## config.mk

```make
export PLATFORM = sky130hd
export DESIGN_NAME = ndt_tx_dma
export DESIGN_NICKNAME = d
export VERILOG_FILES = /design/src/ndt_tx_dma.v
export VERILOG_INCLUDE_DIRS = /design/src
export SDC_FILE = /design/constraint.sdc
export NUM_CORES = 2
export LEC_CHECK = 0
export BUFFER_PORTS_ARGS = -buffer_cell sky130_fd_sc_hd__buf_2
export CAP_MARGIN = 10
export CORE_MARGIN = 8
export CORE_UTILIZATION = 60
export CTS_CLUSTER_DIAMETER = 60
export DETAILED_ROUTE_END_ITERATION = 10
export PLACE_DENSITY_LB_ADDON = 0.3
export SYNTH_ARGS = -nofsm -noshare
export SYNTH_HDL_FRONTEND = slang
export SYNTH_SLANG_ARGS = --single-unit
```

## constraint.sdc

```tcl
create_clock -name mclk_i -period 5.5 [get_ports mclk_i]
set_clock_uncertainty 0.05 [all_clocks]
set_input_delay 0.825 -clock mclk_i [delete_from_list [all_inputs] [get_ports mclk_i]]
set_output_delay 0.825 -clock mclk_i [all_outputs]
set_load 0.02 [all_outputs]
```

## src/ndt_defs.vh

```
// register offsets, field positions and reset values for the
// transmitting dma channel; included by the channel module and bench
`ifndef NDT_DEFS_VH
`define NDT_DEFS_VH

// register word offsets on the 28-bit register port
`define NDT_ADDR_W            28
`define NDT_OFS_INT_PRIO      28'hFFFFFFF
`define NDT_OFS_BUS_CTL       28'hFFFFFFD
`define NDT_OFS_PORT_SEL      28'hFFFFFFC
`define NDT_OFS_SMR           28'hFFFFFD7
`define NDT_OFS_SAR           28'hFFFFFD6
`define NDT_OFS_SOR           28'hFFFFFD5
`define NDT_OFS_CNT           28'hFFFFFD4
`define NDT_OFS_DMR           28'hFFFFFD3
`define NDT_OFS_DAR           28'hFFFFFD2
`define NDT_OFS_DOR           28'hFFFFFD1
`define NDT_OFS_CSR           28'hFFFFFD0
`define NDT_OFS_BUS_SAMPLE    28'hFFFFFCF
// internal x memory window starts at this word offset
`define NDT_OFS_XMEM          28'h0000000

// control status fields
`define NDT_CSR_EN            0
`define NDT_CSR_DONE          1
`define NDT_CSR_WAIT_ERR      2
`define NDT_CSR_NOT_MASTER    3
`define NDT_CSR_MODE_LO       4
`define NDT_CSR_MODE_HI       5
// single block, word transfer, request triggered
`define NDT_MODE_BLK_REQ      2'h2

// reset values
`define NDT_RST_WORD          32'h00000000
`define NDT_RST_ADDR          28'h0000000

// phase codes, one phase per clock
`define NDT_PH_T0             2'h0
`define NDT_PH_T1             2'h1
`define NDT_PH_T2             2'h2
`define NDT_PH_T3             2'h3

`endif

```

## src/ndt_tx_dma.v

```verilog
// transmitting dma channel of the no-handshake word stream: words
// leave internal x memory and are driven onto the shared data bus.
// assumes one common clock, each mclk edge being one bus phase, and a
// receiver that samples the bus on the same request with no wait.
// nothing here arbitrates the data bus: the far end must stay off it.
//
// Implementation choice: the strobed register port.
`timescale 1ns/1ps
`include "ndt_defs.vh"

module ndt_tx_dma #(
	parameter XMEM_DEPTH = 16,
	parameter XMEM_AW    = 4
) (
	// clock and reset
	input  wire                     mclk_i,
	input  wire                     rst_b_i,
	// register port
	input  wire [`NDT_ADDR_W-1:0]   reg_addr_i,
	input  wire [31:0]              reg_wdata_i,
	input  wire                     reg_wr_i,
	input  wire                     reg_rd_i,
	output reg  [31:0]              reg_rdata_o,
	// strap and bus pins
	input  wire                     external_request_line_b_i,
	input  wire                     bus_grant_in_b_i,
	input  wire                     transfer_acknowledge_in_b_i,
	input  wire [31:0]              ext_data_i,
	output reg  [31:0]              ext_data_o,
	output reg                      ext_data_oe_o,
	output reg  [`NDT_ADDR_W-1:0]   ext_addr_o,
	output reg                      transfer_strobe_b_o,
	// internal buses, visible for observation
	output reg  [`NDT_ADDR_W-1:0]   internal_x_address_bus_o,
	output reg  [`NDT_ADDR_W-1:0]   internal_y_address_bus_o,
	output reg  [31:0]              dma_data_o,
	output reg                      busy_o
);

	// register file
	reg [31:0]             prio_r;
	reg [31:0]             bus_ctl_r;
	reg [31:0]             port_sel_r;
	reg [31:0]             smr_r;
	reg [31:0]             dmr_r;
	reg [`NDT_ADDR_W-1:0]  sar_r;
	reg [`NDT_ADDR_W-1:0]  dar_r;
	reg [`NDT_ADDR_W-1:0]  sor_r;
	reg [`NDT_ADDR_W-1:0]  dor_r;
	reg [31:0]             cnt_r;
	reg                    en_r;
	reg                    done_r;
	reg                    wait_err_r;
	reg                    not_master_r;
	reg [1:0]              mode_r;
	reg [31:0]             bus_sample_r;
	reg [31:0]             xmem_r [0:XMEM_DEPTH-1];

	// pipeline state
	reg [1:0]              phase_r;
	reg                    st_addr_r;
	reg                    st_read_r;
	reg                    st_pins_r;
	reg [`NDT_ADDR_W-1:0]  src_hold_r;
	reg [`NDT_ADDR_W-1:0]  dst_hold_r;
	reg [`NDT_ADDR_W-1:0]  dst_pins_r;

	wire                   recog;
	wire                   last_word;
	wire                   xmem_hit;
	wire [XMEM_AW-1:0]     xmem_idx;
	wire                   sw_done_clr;
	wire                   mode_ok;
	wire                   csr_wr;
	wire                   addr_step;

	integer i;

	// index of a word inside the internal x memory window
	function [XMEM_AW-1:0] xidx;
		input [`NDT_ADDR_W-1:0] a;
		begin
			xidx = a[XMEM_AW-1:0];
		end
	endfunction

	// word offset falls inside the internal x memory window
	function in_xmem;
		input [`NDT_ADDR_W-1:0] a;
		begin
			in_xmem = (a - `NDT_OFS_XMEM) < XMEM_DEPTH;
		end
	endfunction

	// next word offset after one linear step; wraps on the 28-bit port
	function [`NDT_ADDR_W-1:0] step_addr;
		input [`NDT_ADDR_W-1:0] a;
		input [`NDT_ADDR_W-1:0] ofs;
		begin
			step_addr = a + ofs;
		end
	endfunction

	// control status word as software reads it; upper bits read zero
	function [31:0] csr_word;
		input [1:0] mode;
		input       nm;
		input       werr;
		input       dn;
		input       en;
		begin
			csr_word = {26'h0000000, mode, nm, werr, dn, en};
		end
	endfunction

	assign xmem_hit    = in_xmem(reg_addr_i);
	assign xmem_idx    = xidx(reg_addr_i);
	assign csr_wr      = reg_wr_i && (reg_addr_i == `NDT_OFS_CSR);
	assign sw_done_clr = csr_wr && reg_wdata_i[`NDT_CSR_DONE];
	// a word leaves the address stage on its T0; addresses step there
	// so that the x bus always shows the unstepped source of that word
	assign addr_step   = st_addr_r && (phase_r == `NDT_PH_T0);
	assign mode_ok     = (mode_r == `NDT_MODE_BLK_REQ);
	// the block ends with the word whose count reaches zero
	assign last_word   = (cnt_r == 32'h00000001);

	// only as bus master
	// the request is a level sampled once per instruction cycle, so one
	// held low for a whole cycle counts once, never twice
	assign recog = en_r && mode_ok && !external_request_line_b_i &&
			!bus_grant_in_b_i && (phase_r == `NDT_PH_T1);

	// phase sequencer, free running from reset at T0
	// free running so both ends count the same phases from one reset
	// four phases per word
	always @(posedge mclk_i) begin
		if (!rst_b_i)
			phase_r <= `NDT_PH_T0;
		else
			phase_r <= phase_r + 2'h1;
	end

	// transfer pipeline: one stage per phase slot, so a request every
	// four phases moves through without two words sharing a stage
	always @(posedge mclk_i) begin
		if (!rst_b_i) begin
			st_addr_r                <= 1'b0;
			st_read_r                <= 1'b0;
			st_pins_r                <= 1'b0;
			src_hold_r               <= `NDT_RST_ADDR;
			dst_hold_r               <= `NDT_RST_ADDR;
			dst_pins_r               <= `NDT_RST_ADDR;
			internal_x_address_bus_o <= `NDT_RST_ADDR;
			internal_y_address_bus_o <= `NDT_RST_ADDR;
			dma_data_o               <= `NDT_RST_WORD;
			ext_data_o               <= `NDT_RST_WORD;
			ext_data_oe_o            <= 1'b0;
			ext_addr_o               <= `NDT_RST_ADDR;
			transfer_strobe_b_o      <= 1'b1;
			busy_o                   <= 1'b0;
		end else begin
			busy_o <= st_addr_r | st_read_r | st_pins_r | recog;
			if (recog)
				st_addr_r <= 1'b1;
			if (phase_r == `NDT_PH_T0) begin
				st_addr_r <= 1'b0;
				st_read_r <= st_addr_r;
				if (st_addr_r) begin
					internal_x_address_bus_o <= sar_r;
					internal_y_address_bus_o <= dar_r;
					src_hold_r               <= sar_r;
					dst_hold_r               <= dar_r;
				end
			end
			if (phase_r == `NDT_PH_T3) begin
				st_read_r <= 1'b0;
				st_pins_r <= st_read_r;
				if (st_read_r) begin
					dma_data_o <= xmem_r[xidx(src_hold_r)];
					dst_pins_r <= dst_hold_r;
				end
			end
			if (phase_r == `NDT_PH_T2) begin
				st_pins_r           <= 1'b0;
				ext_data_oe_o       <= st_pins_r;
				transfer_strobe_b_o <= !st_pins_r;
				if (st_pins_r) begin
					ext_data_o <= dma_data_o;
					ext_addr_o <= dst_pins_r;
				end
			end else begin
				// strobe lasts one phase; data stays for the cycle
				transfer_strobe_b_o <= 1'b1;
			end
		end
	end

	// channel registers, address stepping and block end
	always @(posedge mclk_i) begin
		if (!rst_b_i) begin
			prio_r       <= `NDT_RST_WORD;
			bus_ctl_r    <= `NDT_RST_WORD;
			port_sel_r   <= `NDT_RST_WORD;
			smr_r        <= `NDT_RST_WORD;
			dmr_r        <= `NDT_RST_WORD;
			sar_r        <= `NDT_RST_ADDR;
			dar_r        <= `NDT_RST_ADDR;
			sor_r        <= `NDT_RST_ADDR;
			dor_r        <= `NDT_RST_ADDR;
			cnt_r        <= `NDT_RST_WORD;
			en_r         <= 1'b0;
			done_r       <= 1'b0;
			wait_err_r   <= 1'b0;
			not_master_r <= 1'b0;
			mode_r       <= 2'h0;
			bus_sample_r <= `NDT_RST_WORD;
		end else begin
			// bus level kept for software only; the receiver owns
			// capture, so no timing is promised for this copy
			bus_sample_r <= ext_data_i;
			if (reg_wr_i) begin
				case (reg_addr_i)
				// priority level kept for the core
				`NDT_OFS_INT_PRIO: prio_r     <= reg_wdata_i;
				`NDT_OFS_BUS_CTL:  bus_ctl_r  <= reg_wdata_i;
				`NDT_OFS_PORT_SEL: port_sel_r <= reg_wdata_i;
				`NDT_OFS_SMR:  smr_r  <= reg_wdata_i;
				`NDT_OFS_DMR:  dmr_r  <= reg_wdata_i;
				`NDT_OFS_SAR:  sar_r  <= reg_wdata_i[`NDT_ADDR_W-1:0];
				`NDT_OFS_DAR:  dar_r  <= reg_wdata_i[`NDT_ADDR_W-1:0];
				`NDT_OFS_SOR:  sor_r  <= reg_wdata_i[`NDT_ADDR_W-1:0];
				`NDT_OFS_DOR:  dor_r  <= reg_wdata_i[`NDT_ADDR_W-1:0];
				`NDT_OFS_CNT:  cnt_r  <= reg_wdata_i;
				`NDT_OFS_CSR: begin
					en_r   <= reg_wdata_i[`NDT_CSR_EN];
					mode_r <= reg_wdata_i[`NDT_CSR_MODE_HI:`NDT_CSR_MODE_LO];
				end
				default: ;
				endcase
			end
			// linear stepping per word
			// stepping at recognition would send the second word
			// first; a software write in the step cycle is lost
			if (addr_step) begin
				sar_r <= step_addr(sar_r, sor_r);
				dar_r <= step_addr(dar_r, dor_r);
			end
			// count is charged at recognition, so a request that
			// follows the last word is already refused
			if (recog) begin
				cnt_r <= cnt_r - 32'h00000001;
				// single block: channel stops itself on the last word
				if (last_word)
					en_r <= 1'b0;
			end
			// sticky flags: a set in the clearing cycle wins
			if (recog && last_word)
				done_r <= 1'b1;
			else if (sw_done_clr)
				done_r <= 1'b0;
			// any wait is a setup fault
			if (st_pins_r && transfer_acknowledge_in_b_i)
				wait_err_r <= 1'b1;
			else if (csr_wr && reg_wdata_i[`NDT_CSR_WAIT_ERR])
				wait_err_r <= 1'b0;
			not_master_r <= bus_grant_in_b_i;
		end
	end

	// internal x memory, loaded by software before the block starts
	always @(posedge mclk_i) begin
		if (!rst_b_i) begin
			for (i = 0; i < XMEM_DEPTH; i = i + 1)
				xmem_r[i] <= `NDT_RST_WORD;
		end else if (reg_wr_i && xmem_hit) begin
			xmem_r[xmem_idx] <= reg_wdata_i;
		end
	end

	// read port: data in the cycle after the strobe, zero elsewhere
	always @(posedge mclk_i) begin
		if (!rst_b_i) begin
			reg_rdata_o <= `NDT_RST_WORD;
		end else if (reg_rd_i) begin
			case (reg_addr_i)
			`NDT_OFS_INT_PRIO: reg_rdata_o <= prio_r;
			`NDT_OFS_BUS_CTL:  reg_rdata_o <= bus_ctl_r;
			`NDT_OFS_PORT_SEL: reg_rdata_o <= port_sel_r;
			`NDT_OFS_SMR:  reg_rdata_o <= smr_r;
			`NDT_OFS_DMR:  reg_rdata_o <= dmr_r;
			`NDT_OFS_SAR:  reg_rdata_o <= {4'h0, sar_r};
			`NDT_OFS_DAR:  reg_rdata_o <= {4'h0, dar_r};
			`NDT_OFS_SOR:  reg_rdata_o <= {4'h0, sor_r};
			`NDT_OFS_DOR:  reg_rdata_o <= {4'h0, dor_r};
			`NDT_OFS_CNT:  reg_rdata_o <= cnt_r;
			`NDT_OFS_CSR:  reg_rdata_o <= csr_word(mode_r,
					not_master_r, wait_err_r, done_r, en_r);
			`NDT_OFS_BUS_SAMPLE: reg_rdata_o <= bus_sample_r;
			default: begin
				if (xmem_hit)
					reg_rdata_o <= xmem_r[xmem_idx];
				else
					reg_rdata_o <= `NDT_RST_WORD;
			end
			endcase
		end else begin
			reg_rdata_o <= `NDT_RST_WORD;
		end
	end

endmodule

```

### Word-level counts from Yosys, hierarchy flattened

Memory sizes are Yosys's and may differ from the RTL's. A register that Yosys moved wholly into a read port is not among the register bits.
Index checks and enable logic that the tools add are counted.

* logic and storage cells: 125
* bits in writable memories: 512
* memories kept: 1
* output and inout bits: 183
* register bits after elaboration: 526
* input bits: 99

Memories
* xmem_r: words 16, bits a word 32, read ports 2, clocked after memory_dff 1, wr ports 16, line ndt_tx_dma.v:57 `reg [31:0] xmem_r [0:XMEM_DEPTH-1];`

* muxes and demuxes: 26
* bitwise logic cells: 4
* add/subtract/negate cells: 4
* magnitude comparators: 1
* reduce and logical (&&, ||, !) cells: 43
* equality and inequality tests: 17

Operators with widths (count)
* 32-bit case mux with 12 select lines: 1
* 28-bit == test (second input constant): 12
* 28-bit 2-to-1 mux: 6
* 32-bit 2-to-1 mux: 5
* 28-bit adder: 2
* 32-bit by 1-bit == test with 1-bit output (second input constant): 1
* 2-bit AND reduction: 16
* 32-bit OR reduction: 1
* 32-bit by 1-bit subtractor with 32-bit output (second input constant): 1
* 28-bit by 5-bit less-than comparator with 1-bit output (second input constant): 1
* 2-bit nonzero test: 7
* 1-bit 2-to-1 mux: 13
* 1-bit logical AND: 11
* 2-bit == test (second input constant): 3
* 2-bit OR reduction: 3
* 1-bit logical NOT: 4
* 4-bit 2-to-1 mux: 1
* 1-bit OR: 3
* 2-bit by 1-bit adder with 2-bit output (second input constant): 1
* 2-bit by 1-bit == test with 1-bit output (second input constant): 1
* 2-bit logical NOT: 1
* 1-bit inverter: 1

### Logic depth before layout (Yosys ltp)

* depth in word-level cells: 7
* gate-level depth with buffers: 11
* gate-level depth less buffers: 11

### Worst setup path after synthesis

No wires, ideal clock.

* kind: input to register
* from: input reg_addr_i[0]
* to: memory xmem_r[12][0] (enable)
* setup time: 0.466 ns
* arrival time: 4.240 ns
* path buffers: 4
* stages: 6
* required time: 4.984 ns
* setup slack: 0.744 ns
* cells stage by stage: buf_2 buf_2 buf_2 or2_2 buf_2 o21ai_0

RTL lines
* start, declared: line ndt_tx_dma.v:19 `` input wire [`NDT_ADDR_W-1:0] reg_addr_i, ``
* end, declared: line ndt_tx_dma.v:57

==> impl_metrics.toml <==
[synthesis]
avgSynthCellArea_um2 = 11.0
synthFlopType = "dfxtp_1"
synth_area_um2 = 51300
synth_seq_area_share = 0.517
async_flop_share = 0
synth_cell_types = 82
ys_ff_latch = 1070
ys_warn_count = 0
synth_edf_count = 512
syn_inst = 4666
synthesis.nets = 4827

[drt]
highest_layer = "met5"
wl_met3_mm = 24.5
wl_met1_mm = 60.6
wl_mm = 171
first_iter_violations = 6470
ant_nets = 0
vias_per_cell = 6.82
firstDrtPassIters = 7
dr_wl_met2_mm = 75.3
wl_per_cell_um = 28.7
drc = 0
vias = 40700

[die]
rows = 107
io_pins = 282
start_util = 0.604
die_h_um = 309
die_area_um2 = 95200
core-area_um2 = 85000
die_x_um = 309

[cts]
path_clk_slew_ns = 0.06
cts_htree_levels = 3
cts_buffers = 112
clock_path_buffers = 3
post_cts.repair.setup_buffers = 0
root_buffer = "clkbuf_16"
clkSinkCount = 1070
cts_tree = "built"
clk_latency_ns = 0.72
cts_resized = 0
postCtsHoldBufs = 0

[timing]
relSlewSlack = 0.193
finalHoldViolCount = 0
fin_crit_sh = 0.652
fin_setup_tns_ns = 0
hold_ws_ns = 0.267
rsz0062_at_grt = "no"
final-setup-viol-count = 0
max_freq_mhz = 279
post-route-min-period_ns = 3.59
slew_violations = 0
worst_pin_slew_ns = 1.21

[critical_path]
path_class = "input port to flop"
worst-path-buf-inv = 2
worstSetupEndpointType = "flop"
cpMaxStageDelayCell = "o21ai_4"
cp-start-kind = "input port"
cp.required_ns = 5.83
crit_family = "simple AND/OR/NAND/NOR gates"
crit_chain = "buf_2, nor4_1, and4_1, nand3_1, nor2_1, nand3_1, o21ai_4, buf_12"
worstPathMaxFanout = 17
cpPeakStageDelay_ns = 0.89
critPathArrivalTime_ns = 3.92
worst_path_most_repeated_cell = "nand3_1"

[global_route]
grt_start_max_net_pins = 166
grt_pass1_wl_mm = 252
antenna_found_initial = 3
grt_pass1_vias = 39200
grt.overflow.total = 0
grt_use_total = 0.350

[power_and_ir_drop]
p_switching_mw = 4.10
p_int_mw = 13.2
power.density_nw_per_um2 = 301
clockPowerShare = 0.444
share_comb_of_total_power = 0.056
swShare = 0.236
leakagePower_nw = 20.0
seq_power_share = 0.500
peakVddDrop_v = 0.000288

[run]
drv_cap = 0

[place]
gp_congestion = 0.997
place.port_buffers = 281
hpwl_mm = 110

[layout]
drive_gt1_frac = 0.200
nets = 4887
fillers = 6146
syn_to_final_growth_pct = 12.1

[hold_path]
hp-class = "input port to flop"

[run_status]
status = "completed"
-- per-stage QoR --
stage               power, mW  setup WS (ns)  cells   util  cell area [µm²]
CTS                      17.3           1.93   5964  0.676            57500
floorplan                9.35          0.744   4666      -            51300
finish                   17.3           1.91   5967  0.677            57600
global placement         9.73           1.22   5754  0.633            53800
global route             17.7           1.74   5967  0.677            57600
detailed placement       9.76           1.26   5754  0.633            53800
-- final timing paths --
path / depth (start not counted) / endpoint / startpoint / slack, ns
setup / recovery: 8 / xmem_r[14][17]$_SDFFCE_PN0P_ / reg_addr_i[15] / 1.91
hold / removal: 2 / bus_sample_r[27]$_SDFF_PN0_ / ext_data_i[27] / 0.27
setup reg to reg: 11 / sar_r[26]$_SDFFE_PN0P_ / sar_r[0]$_SDFFE_PN0P_ / 1.92
hold reg to reg: 2 / port_sel_r[23]$_SDFFE_PN0P_ / port_sel_r[23]$_SDFFE_PN0P_ / 0.40
-- cell usage after synthesis, drive strengths merged, types with 5 or more instances --
cell type    n  area share
nor4        20      0.0027
inv         34      0.0025
a211oi      23      0.0034
xnor2       22      0.0038
nor2b       11      0.0013
a31oi       20      0.0024
o22ai        8     0.00097
buf         71      0.0063
edfxtp     512        0.30
a41oi       24      0.0041
nand2b       6     0.00073
a22o        34      0.0058
and4         5     0.00085
nand2      877       0.064
nand3       52      0.0052
dfxtp      558        0.22
and2       553       0.067
o21a        10      0.0015
mux4       320        0.14
xor2        10      0.0017
o211ai      17      0.0025
a22oi       77       0.011
a222oi      43      0.0084
or3         17      0.0021
a221oi      44      0.0075
mux2        31      0.0068
a21oi      489       0.048
o31ai        6     0.00088
nand3b       6     0.00088
ha          60       0.015
a311oi      12      0.0020
or2          5     0.00061
a21o        18      0.0026
o21ai       57      0.0056
o21bai       6     0.00088
and3        19      0.0023
clkbuf     364       0.027
nor3        35      0.0035
nand4       14      0.0017
nor2       119      0.0087
-- worst reg2reg max path: cells and delay by family (launching register included) --
family                   cells  cell delay, ns
AO/OA/AOI/OAI                7            2.04
adder cells (fa/ha/maj)      2            0.67
buffers and inverters        1            0.07
flip-flops                   1            0.45
AND/OR/NAND/NOR              1            0.24
-- layout make-up --
class / instances / area, µm² / area share
clock buffers: 151 / 3110 / 0.0540
repair buffers: 381 / 2430 / 0.0423
diodes: 1 / 2.50 / 0.0000435
multi-input cells: 3127 / 23300 / 0.404
well taps: 1144 / 1430 / 0.0249
flip-flops and latches: 1070 / 26600 / 0.461
clock inverters: 59 / 616 / 0.0107
inverters: 34 / 135 / 0.00235
-- registers in the layout, summed over array words and instances, names as in the netlist, 28 cells and up --
register and flops:
sar_r 28, dor_r 28, src_hold_r 28, ext_addr_o 28
dst_hold_r 28, port_sel_r 32, sor_r 28, dma_data_o 32
ext_data_o 32, bus_ctl_r 32, bus_sample_r 32, dmr_r 32
smr_r 32, dst_pins_r 28, prio_r 32, cnt_r 32
dar_r 28, reg_rdata_o 32, xmem_r 512
-- power groups by stage --
stage          Sequential (mW)  Clock (mW)  Combinational [mW]
3_3_place_gp              8.80           0               0.928
3_5_place_dp              8.82           0               0.940
5_1_grt                   8.68        8.00               0.994
6_report                  8.66        7.69               0.976
2_1_floorplan             8.78           0               0.570
4_1_cts                   8.66        7.68               0.948
-- cell usage in the layout, fill, tap and decap left out, types with 17 or more instances in the layout --
cell       count
nand2_1      874
dfxtp_1      554
and2_1       549
edfxtp_1     512
a21oi_1      489
mux4_2       320
buf_2        278
clkbuf_16    114
nor2_1        97
buf_4         81
a22oi_1       77
ha_1          60
nand3_1       48
a221oi_1      44
a222oi_1      43
a22o_1        34
inv_1         33
nor3_1        31
o21ai_0       24
a41oi_1       24
a211oi_1      23
mux2_1        23
xnor2_1       22
nor2_2        22
clkbuf_1      22
clkinv_2      22
a31oi_1       20
buf_12        19
nor4_1        18
a21o_1        18
and3_1        17
o211ai_1      17
o21ai_1       17
-- kinds of logic after synthesis --
group / Yosys count / share of synthesized area
AND/OR/NAND/NOR: 1754 / 0.165
multiplexers: 355 / 0.148
flip-flops: 1070 / 0.517
buffers and inverters: 469 / 0.0354
adder cells (fa/ha/maj): 62 / 0.0154
XOR/XNOR: 32 / 0.00546
AO/OA/AOI/OAI: 924 / 0.114
-- routing by layer --
metal | global-route usage | vias to the layer above
li1 | - | 17100
met1 | 0.459 | 19600
met2 | 0.522 | 3251
met3 | 0.101 | 629
met4 | 0.199 | 2
met5 | 0 | -
(Power assumes the default switching activity.)
